### src/shared/clk_ctrl_pkg.sv
// Constants, register map and carriers of the clock control block.
// Assumes an AXI4-Lite master with 12-bit byte addresses, 32-bit data.
package clk_ctrl_pkg;
   localparam int AW = 12;
   // Register indices; byte address is four times the index
   localparam logic [7:0] IDX_SRC_SEL  = 8'h85;
   localparam logic [7:0] IDX_OSC_CTRL = 8'h86;
   localparam logic [7:0] IDX_PWR_CTRL = 8'h87;
   localparam logic [7:0] IDX_STATUS   = 8'h88;
   localparam logic [7:0] IDX_CFG_A    = 8'h8f;
   localparam logic [7:0] IDX_DIV      = 8'h97;
   localparam logic [7:0] IDX_CFG_BYTE = 8'hef;
   localparam int OSC_XTAL_EN_BIT = 0;
   localparam int OSC_FRC_EN_BIT  = 1;
   localparam int OSC_T0SUB_BIT   = 2;
   localparam int PWR_IDLE_BIT    = 0;
   localparam int PWR_PD_BIT      = 1;
   localparam int CFGA_X2_BIT     = 0;
   localparam int CFGA_PX2_LSB    = 1;
   localparam int CFGB_WD_OFF_BIT = 1;
   localparam int CFGB_GAIN_BIT   = 3;
   localparam int CFGB_RST_OSC    = 4;
   localparam int CFGB_SLOW_DIS   = 5;
   localparam logic [7:0] DIV_RST = 8'hff;
   localparam logic [8:0] DIV_TOP = 9'h1ff;
   localparam logic [3:0] CYC_STD = 4'hb;
   localparam logic [3:0] CYC_X2  = 4'h5;
   localparam logic [1:0] RESP_OKAY   = 2'b00;
   localparam logic [1:0] RESP_SLVERR = 2'b10;
   // Synchronised pin indices
   localparam int PIN_XTAL = 0;
   localparam int PIN_FRC  = 1;
   localparam int PIN_SLOW = 2;
   localparam int PIN_T0   = 3;

   typedef enum logic [1:0] {
      SRC_NONE = 2'b00,
      SRC_XTAL = 2'b01,
      SRC_FRC  = 2'b10,
      SRC_SLOW = 2'b11
   } src_t;

   typedef enum logic [1:0] {
      SW_RUN  = 2'b00,
      SW_WAIT = 2'b01
   } sw_state_t;

   typedef struct packed {
      logic          rst_osc_choice;
      logic          crystal_gain_select;
      logic          watchdog_rc_off;
      logic          slow_rc_disable;
   } cfg_bits_t;

   typedef struct packed {
      logic [AW-1:0] awaddr;
      logic          awvalid;
      logic [31:0]   wdata;
      logic [3:0]    wstrb;
      logic          wvalid;
      logic          bready;
      logic [AW-1:0] araddr;
      logic          arvalid;
      logic          rready;
   } axi_req_t;

   typedef struct packed {
      logic          awready;
      logic          wready;
      logic [1:0]    bresp;
      logic          bvalid;
      logic          arready;
      logic [31:0]   rdata;
      logic [1:0]    rresp;
      logic          rvalid;
   } axi_rsp_t;
endpackage

### src/verilog/clock_control.sv
// Clock source selection, prescaler and power modes of the MCU core.
// Assumes oscillators and the counter pin arrive unsynchronised; wake
// and config inputs come from logic on aclk. Clock outputs are tick enables; the rest are levels.
`timescale 1ns/1ps
module clock_control
#(
   parameter int N_PERIPH = 4
)
(
   input  wire logic                   aclk,
   input  wire logic                   aresetn,
   input  wire clk_ctrl_pkg::axi_req_t bus_req,
   output      clk_ctrl_pkg::axi_rsp_t bus_rsp,
   input  wire clk_ctrl_pkg::cfg_bits_t cfg,
   input  wire logic                   crystal_osc,
   input  wire logic                   fast_rc_osc,
   input  wire logic                   slow_rc_osc,
   input  wire logic                   counter_zero_pin,
   input  wire logic                   irq_wake,
   input  wire logic                   ext_irq_zero,
   input  wire logic                   ext_irq_one,
   output      logic                   cpu_tick,
   output      logic                   cpu_cycle_tick,
   output      logic                   periph_tick,
   output      logic [N_PERIPH-1:0]    periph_cycle_tick,
   output      logic                   watchdog_tick,
   output      logic                   timer_zero_tick,
   output      logic                   crystal_run,
   output      logic                   fast_rc_run,
   output      logic                   slow_rc_run,
   output      logic                   crystal_gain,
   output      logic                   osc_pins_gpio,
   output      logic                   no_clock
);
   import clk_ctrl_pkg::*;

   // Peripheral bits share one byte with the double speed bit
   if (N_PERIPH < 1 || N_PERIPH > 7)
   begin : g_bad_periph
      $error("N_PERIPH must be 1 to 7");
   end

   function automatic logic [8:0] div_last(input logic [7:0] r);
      div_last = DIV_TOP - {r, 1'b0};
   endfunction

   function automatic logic src_tick(input src_t s,
                                     input logic [3:0] t);
      case (s)
         SRC_XTAL: src_tick = t[PIN_XTAL];
         SRC_FRC:  src_tick = t[PIN_FRC];
         SRC_SLOW: src_tick = t[PIN_SLOW];
         default:  src_tick = 1'b0;
      endcase
   endfunction

   // Pin synchronisers: a change counts when stages two and three agree
   logic [3:0] s1_q, s2_q, s3_q, lvl_q, rise_q, lvl_d;
   assign lvl_d = (s2_q & s3_q) | (lvl_q & (s2_q | s3_q));
   always_ff @(posedge aclk)
   begin
      if (!aresetn)
      begin
         s1_q   <= 4'h0;
         s2_q   <= 4'h0;
         s3_q   <= 4'h0;
         lvl_q  <= 4'h0;
         rise_q <= 4'h0;
      end
      else
      begin
         s1_q   <= {counter_zero_pin, slow_rc_osc, fast_rc_osc, crystal_osc};
         s2_q   <= s1_q;
         s3_q   <= s2_q;
         lvl_q  <= lvl_d;
         rise_q <= lvl_d & ~lvl_q;
      end
   end

   // Configuration caught while reset is held
   cfg_bits_t cfg_q;
   always_ff @(posedge aclk)
   begin
      if (!aresetn)
         cfg_q <= cfg;
   end

   // Software visible control
   logic                cks_q, xtal_en_q, frc_en_q, t0sub_q;
   logic                idle_q, pd_q, x2_q;
   logic [N_PERIPH-1:0] px2_q;
   logic [7:0]          div_q;
   logic                wr_go, wr_ok;
   logic [7:0]          wr_idx;
   logic [7:0]          wr_byte;
   logic                wake_any, wake_pd, set_idle, set_pd;

   assign wake_pd  = ext_irq_zero | ext_irq_one;
   assign wake_any = wake_pd | irq_wake;
   assign set_idle = wr_go && wr_ok && wr_idx == IDX_PWR_CTRL
                     && wr_byte[PWR_IDLE_BIT];
   assign set_pd   = wr_go && wr_ok && wr_idx == IDX_PWR_CTRL
                     && wr_byte[PWR_PD_BIT];

   always_ff @(posedge aclk)
   begin
      if (!aresetn)
      begin
         cks_q     <= cfg.rst_osc_choice;
         xtal_en_q <= cfg.rst_osc_choice;
         frc_en_q  <= ~cfg.rst_osc_choice;
         t0sub_q   <= 1'b0;
         x2_q      <= 1'b0;
         px2_q     <= '0;
         div_q     <= DIV_RST;
      end
      else if (wr_go && wr_ok)
      begin
         case (wr_idx)
            IDX_SRC_SEL:  cks_q <= wr_byte[0];
            IDX_OSC_CTRL:
            begin
               xtal_en_q <= wr_byte[OSC_XTAL_EN_BIT];
               frc_en_q  <= wr_byte[OSC_FRC_EN_BIT];
               t0sub_q   <= wr_byte[OSC_T0SUB_BIT];
            end
            IDX_CFG_A:
            begin
               x2_q  <= wr_byte[CFGA_X2_BIT];
               px2_q <= wr_byte[CFGA_PX2_LSB +: N_PERIPH];
            end
            IDX_DIV:      div_q <= wr_byte;
            default:      ;
         endcase
      end
   end

   // Request bits; a write setting a bit beats a wake in the same cycle
   always_ff @(posedge aclk)
   begin
      if (!aresetn)
      begin
         idle_q <= 1'b0;
         pd_q   <= 1'b0;
      end
      else
      begin
         if (set_idle)
            idle_q <= 1'b1;
         else if (wake_any)
            idle_q <= 1'b0;
         if (set_pd)
            pd_q <= 1'b1;
         else if (wake_pd)
            pd_q <= 1'b0;
      end
   end

   // Source choice
   logic slow_on, sel_en;
   src_t target;
   assign slow_on = ~(cfg_q.slow_rc_disable | cfg_q.watchdog_rc_off);
   assign sel_en  = cks_q ? xtal_en_q : frc_en_q;
   always_comb
   begin
      if (pd_q)
         target = SRC_NONE;
      else if (sel_en)
         target = cks_q ? SRC_XTAL : SRC_FRC;
      else if (slow_on)
         target = SRC_SLOW;
      else
         target = SRC_NONE;
   end

   // Changes to a running source wait for its edge, so no runt tick escapes; a change to none is immediate
   sw_state_t sw_q;
   src_t      active_q;
   always_ff @(posedge aclk)
   begin
      if (!aresetn)
      begin
         sw_q     <= SW_WAIT;
         active_q <= SRC_NONE;
      end
      else
      begin
         case (sw_q)
            SW_RUN:
               if (target != active_q)
                  sw_q <= SW_WAIT;
            SW_WAIT:
               if (target == SRC_NONE || src_tick(target, rise_q))
               begin
                  active_q <= target;
                  sw_q     <= SW_RUN;
               end
            default:
               sw_q <= SW_WAIT;
         endcase
      end
   end

   // Prescaler
   logic       raw_tick, int_tick;
   logic [8:0] div_cnt_q;
   assign raw_tick = sw_q == SW_RUN && target == active_q
                     && src_tick(active_q, rise_q);
   assign int_tick = raw_tick
                     && (x2_q || div_cnt_q >= div_last(div_q));
   always_ff @(posedge aclk)
   begin
      // New reload restarts the count, so a shorter ratio never overshoots
      if (!aresetn || sw_q != SW_RUN
          || (wr_go && wr_ok && wr_idx == IDX_DIV))
         div_cnt_q <= 9'h000;
      else if (int_tick)
         div_cnt_q <= 9'h000;
      else if (raw_tick)
         div_cnt_q <= div_cnt_q + 9'h001;
   end

   // CPU and peripheral machine cycles
   logic                cpu_en;
   logic [3:0]          cpu_cnt_q;
   logic [3:0]          pcnt_q [N_PERIPH];
   assign cpu_en = int_tick && !idle_q && !pd_q;
   always_ff @(posedge aclk)
   begin
      if (!aresetn)
      begin
         cpu_cnt_q      <= 4'h0;
         cpu_tick       <= 1'b0;
         cpu_cycle_tick <= 1'b0;
      end
      else
      begin
         cpu_tick       <= cpu_en;
         cpu_cycle_tick <= 1'b0;
         if (cpu_en)
         begin
            if (cpu_cnt_q >= (x2_q ? CYC_X2 : CYC_STD))
            begin
               cpu_cnt_q      <= 4'h0;
               cpu_cycle_tick <= 1'b1;
            end
            else
               cpu_cnt_q <= cpu_cnt_q + 4'h1;
         end
      end
   end

   always_ff @(posedge aclk)
   begin
      if (!aresetn)
      begin
         periph_tick       <= 1'b0;
         periph_cycle_tick <= '0;
         for (int i = 0; i < N_PERIPH; i++)
            pcnt_q[i] <= 4'h0;
      end
      else
      begin
         periph_tick       <= int_tick && !pd_q;
         periph_cycle_tick <= '0;
         for (int i = 0; i < N_PERIPH; i++)
         begin
            if (int_tick && !pd_q)
            begin
               if (pcnt_q[i] >= ((x2_q && px2_q[i]) ? CYC_X2 : CYC_STD))
               begin
                  pcnt_q[i]            <= 4'h0;
                  periph_cycle_tick[i] <= 1'b1;
               end
               else
                  pcnt_q[i] <= pcnt_q[i] + 4'h1;
            end
         end
      end
   end

   // Oscillator controls and side clocks
   always_ff @(posedge aclk)
   begin
      if (!aresetn)
      begin
         watchdog_tick   <= 1'b0;
         timer_zero_tick <= 1'b0;
         crystal_run     <= 1'b0;
         fast_rc_run     <= 1'b0;
         slow_rc_run     <= 1'b0;
         crystal_gain    <= 1'b0;
         osc_pins_gpio   <= 1'b1;
         no_clock        <= 1'b0;
      end
      else
      begin
         if (slow_on)
            watchdog_tick <= rise_q[PIN_SLOW];
         else
            watchdog_tick <= cfg_q.watchdog_rc_off && raw_tick;
         if (t0sub_q)
            timer_zero_tick <= rise_q[PIN_XTAL] && crystal_run;
         else
            timer_zero_tick <= rise_q[PIN_T0];
         crystal_run   <= xtal_en_q && !pd_q;
         fast_rc_run   <= frc_en_q && !pd_q;
         slow_rc_run   <= slow_on;
         crystal_gain  <= cfg_q.crystal_gain_select;
         osc_pins_gpio <= !(cks_q && xtal_en_q);
         no_clock      <= !pd_q && !sel_en && !slow_on;
      end
   end

   // AXI4-Lite slave, one write and one read at a time
   logic          aw_have_q, w_have_q, aw_take, w_take;
   logic          aw_have_n, w_have_n, bvalid_n, ar_take, rvalid_n;
   logic [AW-1:0] aw_addr_q;
   logic [31:0]   wdata_q;
   logic          wstrb0_q;
   logic [31:0]   rd_d;
   logic          rd_ok;
   assign aw_take   = bus_req.awvalid && bus_rsp.awready;
   assign w_take    = bus_req.wvalid && bus_rsp.wready;
   assign wr_go     = aw_have_q && w_have_q && !bus_rsp.bvalid;
   assign aw_have_n = (aw_have_q || aw_take) && !wr_go;
   assign w_have_n  = (w_have_q || w_take) && !wr_go;
   assign bvalid_n  = wr_go || (bus_rsp.bvalid && !bus_req.bready);
   assign ar_take   = bus_req.arvalid && bus_rsp.arready;
   assign rvalid_n  = ar_take || (bus_rsp.rvalid && !bus_req.rready);
   assign wr_idx    = aw_addr_q[9:2];
   assign wr_byte   = wstrb0_q ? wdata_q[7:0] : 8'h00;
   // Only writable registers in the map take a write
   assign wr_ok     = aw_addr_q[AW-1:10] == '0 && wr_idx inside
                      {IDX_SRC_SEL, IDX_OSC_CTRL, IDX_PWR_CTRL,
                       IDX_CFG_A, IDX_DIV};

   always_comb
   begin
      rd_d  = 32'h0000_0000;
      rd_ok = bus_req.araddr[AW-1:10] == '0;
      case (bus_req.araddr[9:2])
         IDX_SRC_SEL:  rd_d[0] = cks_q;
         IDX_OSC_CTRL: rd_d[2:0] = {t0sub_q, frc_en_q, xtal_en_q};
         IDX_PWR_CTRL: rd_d[1:0] = {pd_q, idle_q};
         IDX_STATUS:   rd_d[4:0] = {no_clock, sw_q == SW_WAIT,
                                    active_q == SRC_SLOW, active_q};
         IDX_CFG_A:    rd_d[N_PERIPH:0] = {px2_q, x2_q};
         IDX_DIV:      rd_d[7:0] = div_q;
         IDX_CFG_BYTE:
         begin
            rd_d[CFGB_WD_OFF_BIT] = cfg_q.watchdog_rc_off;
            rd_d[CFGB_GAIN_BIT]   = cfg_q.crystal_gain_select;
            rd_d[CFGB_RST_OSC]    = cfg_q.rst_osc_choice;
            rd_d[CFGB_SLOW_DIS]   = cfg_q.slow_rc_disable;
         end
         default:      rd_ok = 1'b0;
      endcase
   end

   always_ff @(posedge aclk)
   begin
      if (!aresetn)
      begin
         bus_rsp   <= '0;
         aw_have_q <= 1'b0;
         w_have_q  <= 1'b0;
         aw_addr_q <= '0;
         wdata_q   <= 32'h0000_0000;
         wstrb0_q  <= 1'b0;
      end
      else
      begin
         aw_have_q       <= aw_have_n;
         w_have_q        <= w_have_n;
         bus_rsp.awready <= !aw_have_n && !bvalid_n;
         bus_rsp.wready  <= !w_have_n && !bvalid_n;
         bus_rsp.bvalid  <= bvalid_n;
         bus_rsp.arready <= !rvalid_n;
         bus_rsp.rvalid  <= rvalid_n;
         if (aw_take)
            aw_addr_q <= bus_req.awaddr;
         if (w_take)
         begin
            wdata_q  <= bus_req.wdata;
            wstrb0_q <= bus_req.wstrb[0];
         end
         if (wr_go)
            bus_rsp.bresp <= wr_ok ? RESP_OKAY : RESP_SLVERR;
         if (ar_take)
         begin
            bus_rsp.rdata <= rd_ok ? rd_d : 32'h0000_0000;
            bus_rsp.rresp <= rd_ok ? RESP_OKAY : RESP_SLVERR;
         end
      end
   end
endmodule

### config.mk
export PLATFORM = sky130hd
export DESIGN_NAME = clock_control
export DESIGN_NICKNAME = d
export VERILOG_FILES = /design/src/shared/clk_ctrl_pkg.sv /design/src/verilog/clock_control.sv
export SDC_FILE = /design/constraint.sdc
export NUM_CORES = 1
export LEC_CHECK = 0
export BUFFER_PORTS_ARGS = -buffer_cell sky130_fd_sc_hd__buf_2
export CORE_MARGIN = 2
export CORE_UTILIZATION = 30
export DETAILED_ROUTE_END_ITERATION = 7
export GPL_TIMING_DRIVEN = 0
export PLACE_DENSITY = 0.47
export SYNTH_ARGS = -nofsm -noshare
export SYNTH_HDL_FRONTEND = slang
export SYNTH_SLANG_ARGS = --single-unit
### constraint.sdc
create_clock -name aclk -period 4.3 [get_ports aclk]
set_clock_uncertainty 0.15 [all_clocks]
set_input_delay 1.29 -clock aclk [delete_from_list [all_inputs] [get_ports aclk]]
set_output_delay 1.29 -clock aclk [all_outputs]
set_load 0.01 [all_outputs]
-- Word level (Yosys, flattened, before mapping)
Memories as Yosys holds them, arrays and structs flattened.
Index checks and enable logic that the tools add are counted.
- bitwise operators: 19
- shifts and indexed selects: 0
- reductions and logical operators: 73
- muxes and demuxes: 86
- $mul: 0
- divide/modulo/power cells: 0
- add/subtract/negate cells: 7
- magnitude comparators: 6
- eq/ne operators: 26
- operator list (operator ; number):
    8-bit == test (second input constant) ; 12
    4-bit two-way mux ; 14
    1-bit two-way mux ; 53
    1-bit logical AND ; 34
    4-bit by 1-bit adder with 4-bit output (second input constant) ; 5
    4-bit greater-or-equal comparator ; 5
    2-bit two-way mux ; 9
    8-bit two-way mux ; 2
    2-bit AND reduction ; 8
    1-bit logical NOT ; 13
    4-bit AND ; 3
    1-bit one-hot mux with 6 select lines ; 2
    1-bit bitwise OR ; 11
    9-bit by 1-bit adder with 9-bit output (second input constant) ; 1
    9-bit greater-or-equal comparator ; 1
    9-bit subtractor (first input constant) ; 1
    2-bit == test (second input constant) ; 4
    2-bit logical NOT ; 4
    1-bit logical OR ; 8
    4-bit bitwise OR ; 2
    2-bit one-hot mux with 4 select lines ; 1
    7-bit OR reduction ; 1
    2-bit by 1-bit == test with 1-bit output (second input constant) ; 3
    2-bit by 1-bit != test with 1-bit output (second input constant) ; 3
    other kinds (12) ; 17
- register bits: 139
- bits in writable memories: 16
- bits in read-only memories: 0
- output and inout bits: 56
- latch bits: 0
- memories kept: 1
- word-level logic and storage cells: 265
- memories (name ; depth ; width ; read ports ; clocked after Yosys merged registers in ; wr ports ; line ; RTL):
    pcnt_q ; 4 ; 4 ; 4 ; 0 ; 4 ; clock_control.sv:226 ; logic [3:0] pcnt_q [N_PERIPH];

-- Depth between registers and ports, before layout
Gate-level depths: netlist (run 1).
- word-level depth: 14
- depth in mapped cells: 9

-- Least setup slack after synthesis (run 1)
OpenSTA, ideal clock, no wires.
- path kind: register to register
- start: register xtal_en_q
- end: memory pcnt_q[0][0], enable pin
- library setup time: 0.411 ns
- data arrival time: 2.776 ns
- path slack: 0.963 ns
- data required time: 3.739 ns
- clock period less this slack: 3.337 ns
- cell stages (with the launch flop): 6
- cells stage by stage: edfxtp_1 > o21bai_1 > a32o_1 > nor4_4 > o21bai_1 > o21ai_0
- RTL lines (item ; line ; RTL):
    start: declaration ; clock_control.sv:89 ; logic cks_q, xtal_en_q, frc_en_q, t0sub_q;
    start signal: assignment ; clock_control.sv:110 ; xtal_en_q <= cfg.rst_osc_choice;
    start signal: assignment ; clock_control.sv:123 ; xtal_en_q <= wr_byte[OSC_XTAL_EN_BIT];
    end: declaration ; clock_control.sv:226 ;

-- Worst setup path in the final report (run 1)
- start: input bus_req[4] (netlist name)
- end: register bus_rsp[8] (netlist name)
- cells in the longest elaborated chain, start to end: 4
- elaborated cells on any way between the ends: 11
- RTL lines (item ; line ; RTL):
    start: declaration ; clock_control.sv:12 ; input wire clk_ctrl_pkg::axi_req_t bus_req,
    8-bit == test ; clock_control.sv:342 ; case (bus_req.araddr[9:2])
    7-bit OR reduction (no source line) ; - ;
    1-bit two-way mux ; clock_control.sv:342 ;
    8-bit two-way mux * ; clock_control.sv:392 ; bus_rsp.rdata <= rd_ok ? rd_d : 32'h0000_0000;
    end: declaration ; clock_control.sv:13 ; output clk_ctrl_pkg::axi_rsp_t bus_rsp,
Every way passes the cells marked *; elsewhere a longest branch is shown, timed or not.
A chain may end at the register's enable or synchronous reset.

==> implementation parameters, run 1 <==
Parameter                              Value

Outcome
  Run status    finished, final reports clean

Min path
  Hold WC Path Type    flip-flop to flip-flop

Power and ir drop
  IR drop worst, VDD    259 µV
  Leakage power of the design    3.14 nW
  PwrDens    404 nW/µm²

Die
  # rows    between 50 and 60
  I/O Pins    134
  Die area    20900 µm²
  DIE HEIGHT    roughly 140 µm
  Initial standard-cell utilization of the core    between 30 and 40%
  Die outline width    about 140 µm
  Floorplan Core Area    19500 µm²

Global routing
  Vias in the first global route    4719
  Total GRT Usage    ~16%
  Initial antenna violation count    1
  Wire length of the first global-routing pass    between 20000 and 25000 µm
  Overall overflow remaining after global route    0
  Maximum number of pins on one net before global-route repair    17

Clock tree
  Buffer levels on the longest clock path    2
  CTS buffer count    17
  CTS Hold Bufs    0
  Number of cells upsized or downsized after cts    0
  Clk Latency, worst-skew pair    about 0.42 ns
  TritonCTS clock tree    built
  H-tree levels    4
  Clock sink count    around 130
  Root buffer cell    clkbuf_16
  Number of buffers inserted to repair setup after CTS    0
  Clock-pin slew of the registers on the worst-case setup and hold paths    0.06 ns

STA
  Number of endpoints failing setup at the final stage    0
  Final Cycle Share    slightly below 80%
  Unrepaired setup endpoints after global routing    no
  Post-route minimum period    roughly 3.3 ns
  Tightest Pin Transition    around 0.8 ns
  Max-slew headroom    a little under half
  Achievable frequency    0.301 GHz
  Final-layout setup total negative slack    0 ns
  Final-report max-slew violation count    0
  Number of hold violations in the final report    0

Worst setup path
  Slack of the worst reg-to-reg path    1.12 ns
  Capture point of the worst reg-to-reg path    pcnt_q[2][3]$_SDFFCE_PN0P_
  Arr. time, crit path    ~3.5 ns
  Worst Setup SP    bus_req[4]
  Worst-path maximum fanout    9
  RR Startpoint    xtal_en_q$_DFFE_PP_
  Crit path max-delay cell type    nor4_1
  Endpoint of the worst setup timing path    bus_rsp[8]$_SDFFE_PN0P_
  Critical path launch point type    primary input
  Class of the most critical setup path    primary input to flip-flop
  Count of cells along the worst register-to-register path    6
  Worst-path cell chain    clkbuf_1 -> and3_1 -> clkbuf_1 -> and3_1 -> a211oi_1 -> nand3b_1 -> nor4_1 -> a22o_1
  Critical Path End Type    flip-flop
  Maximum single-stage delay on the critical path    about 0.53 ns
  Required time of the critical path    between 4 and 5 ns

Cells and area
  Area added between synthesis and finish    24.0%
  Share of final-layout standard cells stronger than drive strength 1    between 10% and 20%
  Layout net count    a little under 900
  Core occupancy in the finished layout    between 30% and 40%
  Final instance area    about 7400 µm²
  Number of antenna repair diodes    0
  Total of fill cells in the finished design    between 1.5k and 2k

Routing
  Number of vias in the routed layout    4927
  Routed via count divided by cell count    between 4 and 5
  Post-route DRC violation count    0
  Drt first-iter violations    251
  Final routed wirelength across all metal layers    approximately 16000 µm
  Detail Route Antenna Nets    0
  Detail-routed net length per standard cell    15.1 µm
  Number of detailed-routing iterations run before antenna repair    4

Place
  Cell area after placement    just under 7000 µm²
  Gp weighted congestion    0.841
  Half-perimeter wire length after detailed placement    between 10000 and 15000 µm
  Total of buffers placed on input and output ports    73

Logic synthesis
  Number of flops mapped to enable cells by yosys    23
  Cell accounting for the most synthesized area    dfxtp_1
  Per-instance average area after synthesis    around 9.3 µm²
  Synthesized instance count    641
  Share of synthesized area occupied by flip-flops and latches    46.4%
  Top-area cell type share of the netlist area    a little over a third
  Commonest register cell after synthesis    dfxtp_1
  Commonest cells in the netlist    dfxtp_1 (103), nand2_1 (98), a21oi_1 (46)
  Leading cell type by number of instances after synthesis    dfxtp_1
  Share of synthesized registers carrying an async set or reset    0%
  Synth area leaders    dfxtp_1 (35%), edfxtp_1 (12%), nand2_1 (6.2%)
  Warnings from Yosys    0
  Synthesis-stage register bit count    approximately 130
  Netlist area before placement    slightly below 6000 µm²
  Number of unique standard cell types used by synthesis    66

Job
  Max-cap viol count    0
-- kinds of logic after synthesis --
family | Yosys count | synth area share [%]
AO/OA/AOI/OAI | 133 | 15.0
XOR/XNOR | 15 | 2.21
adder cells (fa/ha/maj) | 29 | 6.11
buffers and inverters | 68 | 6.24
flip-flops | 126 | 46.4
multiplexers | 11 | 1.92
other | 1 | 0.0632
AND/OR/NAND/NOR | 258 | 22.1
-- critical path, delay by kind of cell --
family / cells / cell delay, ns
compound gates: 2 / 0.34
simple gates: 4 / 1.27
buf+inv: 2 / 0.61
-- how the worst min path moves through the flow --
stage,start,end,slack [ns],depth (start not counted)
finish,s1_q[0]$_SDFF_PN0_,s2_q[0]$_SDFF_PN0_,0.28,1
global route,s1_q[0]$_SDFF_PN0_,s2_q[0]$_SDFF_PN0_,0.30,1
CTS,s1_q[0]$_SDFF_PN0_,s2_q[0]$_SDFF_PN0_,0.28,1
detailed placement,s1_q[2]$_SDFF_PN0_,s2_q[2]$_SDFF_PN0_,0.27,1
global placement,s1_q[2]$_SDFF_PN0_,s2_q[2]$_SDFF_PN0_,0.26,1
floorplan,s1_q[0]$_SDFF_PN0_,s2_q[0]$_SDFF_PN0_,0.26,1
-- state kept, by name, summed over array words and instances, names as in the netlist, 8 cells and up --
| name | flops |
|---|---|
| bus_rsp | 15 |
| pcnt_q | 16 |
| div_cnt_q | 9 |
| wdata_q | 8 |
| div_q | 8 |
| aw_addr_q | 10 |
-- cells in the final DEF, fill, tap and decap left out, types with 19 or more instances in the layout --
cell type / netlist / layout
o21ai_0: 20 / 19
ha_1: 29 / 29
and2_1: 21 / 21
dfxtp_1: 103 / 103
nor3_1: 19 / 19
buf_4: 28 / 28
nand2_1: 98 / 98
conb_1: 1 / 26
clkbuf_16: 0 / 19
a21oi_1: 46 / 46
edfxtp_1: 23 / 23
buf_2: 2 / 75
nor2_1: 44 / 44
-- metrics by stage --
step / cells / setup WS [ns] / hold WS (ns) / power (W)
global placement: 1004 / 0.0723 / 0.264 / 0.00150
CTS: 1037 / 0.984 / 0.284 / 0.00301
floorplan: 666 / 0.963 / 0.262 / 0.00142
global route: 1037 / 0.788 / 0.300 / 0.00310
finish: 1037 / 0.982 / 0.281 / 0.00297
detailed placement: 1005 / 0.536 / 0.269 / 0.00150
-- final cells by class --
cell class / count / area (µm²) / area share (%)
multi-input combinational: 472 / 2910 / 39.5
sequential: 126 / 2750 / 37.4
tap: 265 / 332 / 4.51
clock buffer: 19 / 475 / 6.46
inverter: 15 / 56.3 / 0.765
buffer: 53 / 314 / 4.27
clock inverter: 13 / 144 / 1.96
timing repair buffer: 74 / 377 / 5.12
-- power by group --
group | switching [W] | total, W | internal (W)
clock | 0.000561 | 0.00149 | 0.000933
combinational | 0.000123 | 0.000209 | 0.0000859
sequential | 0.0000304 | 0.00127 | 0.00124
-- routing by layer --
metal | vias up | global-route usage, % | part of all wire, %
li1 | 2478 | - | -
met1 | 2297 | 20.9 | 48
met2 | 125 | 23.8 | 44
met3 | 25 | 4.14 | 4.8
met4 | 2 | 6.39 | 2.4
met5 | - | 0 | 0.083
Power figures use the tool's default switching activity.
==> run 2: changes to the inputs <==
Settings changed: ABC_AREA set to 1, PLACE_DENSITY 0.47 to 0.49.
Clock period 4.3 ns to 2.9 ns, I/O delays scaled along.
==> implementation parameters, run 2 <==
Parameter                              Value

Clock tree
  Clock sink count    126
  H-tree levels    4
  Buffer levels on the longest clock path    2
  Clock-pin slew of the registers on the worst-case setup and hold paths    around 0.05 ns
  Clk Latency, worst-skew pair    0.42 ns
  CTS Hold Bufs    0
  CTS buffer count    17
  TritonCTS clock tree    built
  Root buffer cell    clkbuf_16

STA
  Max-slew headroom    between 40% and 50%
  Number of hold violations in the final report    0
  Final-layout setup total negative slack    0 ns
  Number of endpoints failing setup at the final stage    0
  Final Cycle Share    approximately 90%
  Post-route minimum period    2.61 ns
  Final-report max-slew violation count    0
  Unrepaired setup endpoints after global routing    no
  Tightest Pin Transition    a little under 0.9 ns
  Achievable frequency    between 0.3 and 0.4 GHz

Logic synthesis
  Cell accounting for the most synthesized area    dfxtp_1
  Warnings from Yosys    0
  Share of synthesized area occupied by flip-flops and latches    ~47%
  Commonest register cell after synthesis    dfxtp_1
  Synth area leaders    dfxtp_1 (35%), edfxtp_1 (12%), nand2_1 (9.2%)
  Arithmetic-cell share of the synthesized area counting full adders, half adders and majority gates    ~6.1%
  Largest family of logic cells by synthesized area    simple AND/OR/NAND/NOR gates
  Number of flops mapped to enable cells by yosys    23
  Post-synthesis compound-gate area fraction    a little over a tenth
  Leading cell type by number of instances after synthesis    nand2_1
  Xor-xnor portion of the synthesized cell area    between 2 and 3%
  Per-instance average area after synthesis    7.93 µm²
  Top-area cell type share of the netlist area    a little over a third
  Commonest cells in the netlist    nand2_1 (144), dfxtp_1 (103), nor2_1 (101)
  Simple-Gate Fraction of Synth Area    roughly a quarter
  Synthesized instance count    between 700 and 800
  Synthesis-stage register bit count    about 130
  Netlist area before placement    5910 µm²
  Multiplexer share of the synthesized area    0%
  Number of unique standard cell types used by synthesis    38
  Share of synthesized registers carrying an async set or reset    0%

Job
  Max-cap viol count    0

Cells and area
  Flip-flop count of the largest register after layout    16
  Leading cell types in the layout, fill and taps excluded    nand2_1 (143), dfxtp_1 (103), nor2_1 (101), inv_1 (83), buf_2 (76)
  Most common library cell in the layout ignoring fill and taps    nand2_1
  Core occupancy in the finished layout    a little under two fifths
  Final cell count without fillers    1143
  Layout net count    between 900 and 1k
  Top flop regs    pcnt_q (16), bus_rsp (15), aw_addr_q (10)
  Final instance area    roughly 7300 µm²
  Register containing the most flip-flops in the final layout    pcnt_q
  Share of final-layout standard cells stronger than drive strength 1    16.7%
  Area added between synthesis and finish    24.0%
  Number of antenna repair diodes    0

Place
  Number of cells in the design after placement    between 1k and 1.5k
  Gp weighted congestion    ~0.86
  Total of buffers placed on input and output ports    76
  Half-perimeter wire length after detailed placement    roughly 11000 µm
  Cell area after placement    6710 µm²

Worst setup path
  Category of cells accounting for the largest share of critical-path delay    buffers and inverters
  Maximum single-stage delay on the critical path    roughly 0.65 ns
  Crit path max-delay cell type    clkbuf_1
  Worst-path maximum fanout    16
  Class of the most critical setup path    primary input to flip-flop
  Critical Path End Type    flip-flop
  Required time of the critical path    approximately 2.8 ns
  Critical path launch point type    primary input
  Crit-path most repeated cell    clkbuf_1
  Worst-path cell chain    buf_2 -> clkbuf_1 -> clkbuf_1 -> nand2_2
  Number of buffers and inverters on the critical path    3
  Arr. time, crit path    2.52 ns

Global routing
  Wire length of the first global-routing pass    around 23000 µm
  Total GRT Usage    approximately 15%
  Vias in the first global route    between 4k and 5k
  Initial antenna violation count    0
  Maximum number of pins on one net before global-route repair    17
  Overall overflow remaining after global route    0

Min path
  Hold WC Path Type    flip-flop to flip-flop

Routing
  Met1 Wirelength    between 7000 and 8000 µm
  Detail Route Antenna Nets    0
  Routed via count divided by cell count    about 4.3
  Final routed wirelength across all metal layers    ~14000 µm
  Length of routed met3 wiring    549 µm
  Met2 wirelength from detailed routing    between 6000 and 7000 µm
  Top routing layer in use    met4
  Detail-routed net length per standard cell    12.6 µm
  Post-route DRC violation count    0
  Drt first-iter violations    around 230
  Number of detailed-routing iterations run before antenna repair    4
  Number of vias in the routed layout    roughly 5k

Die
  Floorplan Core Area    between 15000 and 20000 µm²
  Die outline width    ~140 µm
  Die area    around 21000 µm²
  # rows    51
  DIE HEIGHT    ~140 µm
  Initial standard-cell utilization of the core    30.4%
  I/O Pins    between 100 and 150

Outcome
  Run status    finished, final reports clean

Power and ir drop
  Leakage power of the design    between 3 and 4 nW
  IR drop worst, VDD    431 µV
  PwrDens    around 600 nW/µm²
-- run 2: cell types whose count changed after synthesis, moves of 21 or more --
cell     delta
and2_1     -21
inv_1      +69
nand2_1    +46
nand3_1    +23
nor2_1     +57
o21ai_0    +24
-- run 2: layer usage --
metal | GRT usage (%) | vias to the layer above
met1 | 19.3 | 2175
met3 | 3.81 | 13
li1 | - | 2628
met2 | 23.3 | 85
met5 | 0 | -
met4 | 5.26 | 0
-- run 2: what timing repair did --
| item | in CTS | in global routing |
|---|---|---|
| hold endpoints to repair | 0 | 0 |
| endpoints found under the setup margin | 16 | 0 |
| gates resized for setup | 1 | 0 |
| setup buffers | 0 | 0 |
-- run 2: cell families after synthesis --
logic type,count (synthesis)
fa+ha+maj,29
simple gates,327
buf+inv,126
compound gates,119
xor+xnor,17
flops,126
other cells,1
-- run 2: area by class of cell --
cell class                      instances  area [µm²]
Buffer                                 41         251
Clock buffer                           22         474
Clock inverter                         10         135
Fill cell                            2101       12100
Inverter                               85         319
Multi-Input combinational cell        518        2680
Sequential cell                       126        2750
Tap cell                              265         332
Timing Repair Buffer                   76         380
-- run 2: through the flow --
stage | worst slack (ns) | power (W) | hold slack, ns
finish | 0.286 | 0.00438 | 0.260
global route | 0.116 | 0.00456 | 0.277
CTS | 0.243 | 0.00444 | 0.263
detailed placement | -0.485 | 0.00224 | 0.250
global placement | -0.489 | 0.00224 | 0.243
floorplan | 0.641 | 0.00212 | 0.240
-- run 2: where the power goes --
part | total [W] | switching [W] | internal [W] | leakage, nW
combinational | 0.000308 | 0.000194 | 0.000114 | 2.15
clock | 0.00218 | 0.000762 | 0.00142 | 0.296
sequential | 0.00189 | 0.0000455 | 0.00185 | 1.07
-- run 2: final timing paths --
check | depth (start not counted) | slack (ns) | from | end
worst max-delay path | 4 | 0.29 | aresetn | pcnt_q[1][3]$_SDFFCE_PN0P_
worst min-delay path | 1 | 0.26 | lvl_q[0]$_SDFF_PN0_ | rise_q[0]$_SDFF_PN0_
worst max register to register | 9 | 0.39 | cfg_q[0]$_DFFE_PN_ | pcnt_q[1][3]$_SDFFCE_PN0P_
worst min register to register | 1 | 0.26 | lvl_q[0]$_SDFF_PN0_ | rise_q[0]$_SDFF_PN0_
-- run 2: worst register-to-register path, cell delays in order (launching register included) --
cell      delay [ns]
edfxtp_1        0.37
inv_1           0.13
nand2_1         0.13
nand3_1         0.13
nand3_1         0.12
nand2_1         0.10
nand2_2         0.08
nor3_4          0.44
nand2_4         0.15
nand2_2         0.36
==> run 3: changes to the inputs <==
Settings changed: PLACE_DENSITY 0.49 to 0.47.
Clock period 2.9 ns to 2.8 ns, I/O delays scaled along.
==> implementation parameters, run 3 (synthesis gave the netlist of run 2 again) <==
Parameter                              Value

Cells and area
  Total of fill cells in the finished design    around 2.1k
  Share of final-layout standard cells stronger than drive strength 1    between 10% and 20%
  Top flop regs    pcnt_q (16), bus_rsp (15), aw_addr_q (10)
  Layout net count    about 1000
  Final cell count without fillers    between 1k and 1.5k
  Core occupancy in the finished layout    between 30% and 40%
  Leading cell types in the layout, fill and taps excluded    nand2_1 (143), dfxtp_1 (103), nor2_1 (101), inv_1 (83), buf_2 (76)
  Area added between synthesis and finish    24.0%
  Register containing the most flip-flops in the final layout    pcnt_q
  Number of antenna repair diodes    0
  Most common library cell in the layout ignoring fill and taps    nand2_1
  Flip-flop count of the largest register after layout    16

Worst setup path
  Count of cells along the worst register-to-register path    9
  Maximum single-stage delay on the critical path    around 0.49 ns
  Worst-path cell chain    inv_1 -> nand2_1 -> nand3_1 -> nand3_1 -> nand2_1 -> nand2_2 -> nor3_4 -> nand2_4 -> nand2_2
  Worst-path maximum fanout    16
  Critical Path End Type    flip-flop
  RR Startpoint    cks_q$_DFFE_PP_
  Crit path max-delay cell type    edfxtp_1
  Required time of the critical path    approximately 2.7 ns
  Critical path launch point type    flip-flop
  Slack of the worst reg-to-reg path    ~0.29 ns
  Capture point of the worst reg-to-reg path    pcnt_q[3][1]$_SDFFCE_PN0P_
  Class of the most critical setup path    flip-flop to flip-flop
  Arr. time, crit path    2.43 ns

Die
  DIE HEIGHT    about 140 µm
  Die outline width    144 µm
  Initial standard-cell utilization of the core    30.4%
  I/O Pins    roughly 130
  Die area    about 21000 µm²
  # rows    just over 50
  Floorplan Core Area    19400 µm²

Clock tree
  CTS Hold Bufs    0
  Clk Latency, worst-skew pair    roughly 0.42 ns
  Buffer levels on the longest clock path    2
  CTS buffer count    17
  TritonCTS clock tree    built
  H-tree levels    4
  Root buffer cell    clkbuf_16
  Clock-pin slew of the registers on the worst-case setup and hold paths    about 0.060 ns
  Clock sink count    between 100 and 150

Routing
  Number of detailed-routing iterations run before antenna repair    5
  Post-route DRC violation count    0
  Routed via count divided by cell count    roughly 4.3
  Detail-routed net length per standard cell    roughly 13 µm
  Final routed wirelength across all metal layers    about 15000 µm
  Number of vias in the routed layout    around 5k
  Detail Route Antenna Nets    0
  Drt first-iter violations    around 260

Outcome
  Run status    finished, final reports clean

Global routing
  Initial antenna violation count    0
  Wire length of the first global-routing pass    between 20000 and 25000 µm
  Maximum number of pins on one net before global-route repair    17
  Overall overflow remaining after global route    0
  Total GRT Usage    15.0%
  Vias in the first global route    between 4k and 5k

Place
  Gp weighted congestion    between 0.8 and 0.9
  Half-perimeter wire length after detailed placement    around 11000 µm
  Total of buffers placed on input and output ports    76
  Number of cells in the design after placement    approximately 1.1k
  Worst slack, placed    -0.530 ns

Min path
  Count of cells along the worst hold path    2
  Startpoint of the lowest-slack hold path    s1_q[1]$_SDFF_PN0_
  Worst-case hold path end point    s2_q[1]$_SDFF_PN0_
  Hold WC Path Type    flip-flop to flip-flop

STA
  Max-slew headroom    between 30% and 40%
  Final-layout setup total negative slack    0 ns
  Final Cycle Share    between 80% and 90%
  Achievable frequency    0.398 GHz
  Post-route minimum period    approximately 2.5 ns
  Number of hold violations in the final report    0
  Tightest Pin Transition    roughly 0.93 ns
  Number of endpoints failing setup at the final stage    0
  Final-report max-slew violation count    0
  Least setup slack across all paths after layout    a little under 0.3 ns
  Unrepaired setup endpoints after global routing    no
  Final hold slack    approximately 0.26 ns

Power and ir drop
  IR drop worst, VDD    around 420 µV
  PwrDens    619 nW/µm²
  Leakage power of the design    around 3.5 nW

Job
  Max-cap viol count    0
[run 3: changes by cell type in the layout (fill, tap and decap cells not counted), sizes merged]
cell	previous run	this run
bufinv	3	2
clkbuf	34	33
clkinv	5	4
clkinvlp	2	3
inv	85	87
[run 3: worst max-delay path by stage]
stage                            endpoint  cells after the start  slack, ns          startpoint
3_3_place_gp   pcnt_q[1][3]$_SDFFCE_PN0P_                      4      -0.57             aresetn
4_1_cts        pcnt_q[3][1]$_SDFFCE_PN0P_                      4       0.18             aresetn
2_1_floorplan  pcnt_q[0][0]$_SDFFCE_PN0P_                      9       0.55     cks_q$_DFFE_PP_
3_5_place_dp   pcnt_q[1][2]$_SDFFCE_PN0P_                      4      -0.53             aresetn
6_report       pcnt_q[3][1]$_SDFFCE_PN0P_                      9       0.29     cks_q$_DFFE_PP_
5_1_grt        pcnt_q[0][2]$_SDFFCE_PN0P_                      9      0.004  cfg_q[0]$_DFFE_PN_
[run 3: stage by stage]
step,cell area (µm²),power [W]
finish,7320,0.00453
detailed placement,6710,0.00232
CTS,7320,0.00460
floorplan,6000,0.00220
global placement,6710,0.00232
global route,7320,0.00472
[run 3: metal layers]
layer | global-route usage (%) | share of wire [%] | up-vias
met5 | 0 | 0 | -
met4 | 4.55 | 1.3 | 0
met3 | 3.77 | 4.5 | 15
met2 | 24.0 | 46 | 92
met1 | 19.9 | 48 | 2130
li1 | - | - | 2634
[run 3: report_power, final]
part           internal (W)  total [W]  switching (W)
Sequential          0.00191    0.00196      0.0000467
Combinational      0.000118   0.000319       0.000202
Clock               0.00142    0.00225       0.000835
Total               0.00345    0.00453        0.00108
[run 3: critical path, delay by kind of cell, from the launching register on]
kind / cells / cell delay (ns)
simple gates: 8 / 1.41
buf+inv: 1 / 0.09
flops: 1 / 0.49
[run 3: what timing repair did]
| action | 4_1_cts | 5_1_grt |
|---|---|---|
| gates resized for setup | 1 | 0 |
| setup buffers | 0 | 0 |
| setup endpoints to repair | 16 | 0 |
[run 3: final cells by class]
type / instances / area, µm² / share of cell area [%]
Clock buffer: 21 / 482 / 6.58
Sequential cell: 126 / 2750 / 37.6
Multi-Input combinational cell: 518 / 2680 / 36.6
Inverter: 85 / 319 / 4.36
Buffer: 41 / 251 / 3.43
Clock inverter: 11 / 129 / 1.76
Tap cell: 265 / 332 / 4.53
Timing Repair Buffer: 76 / 380 / 5.19
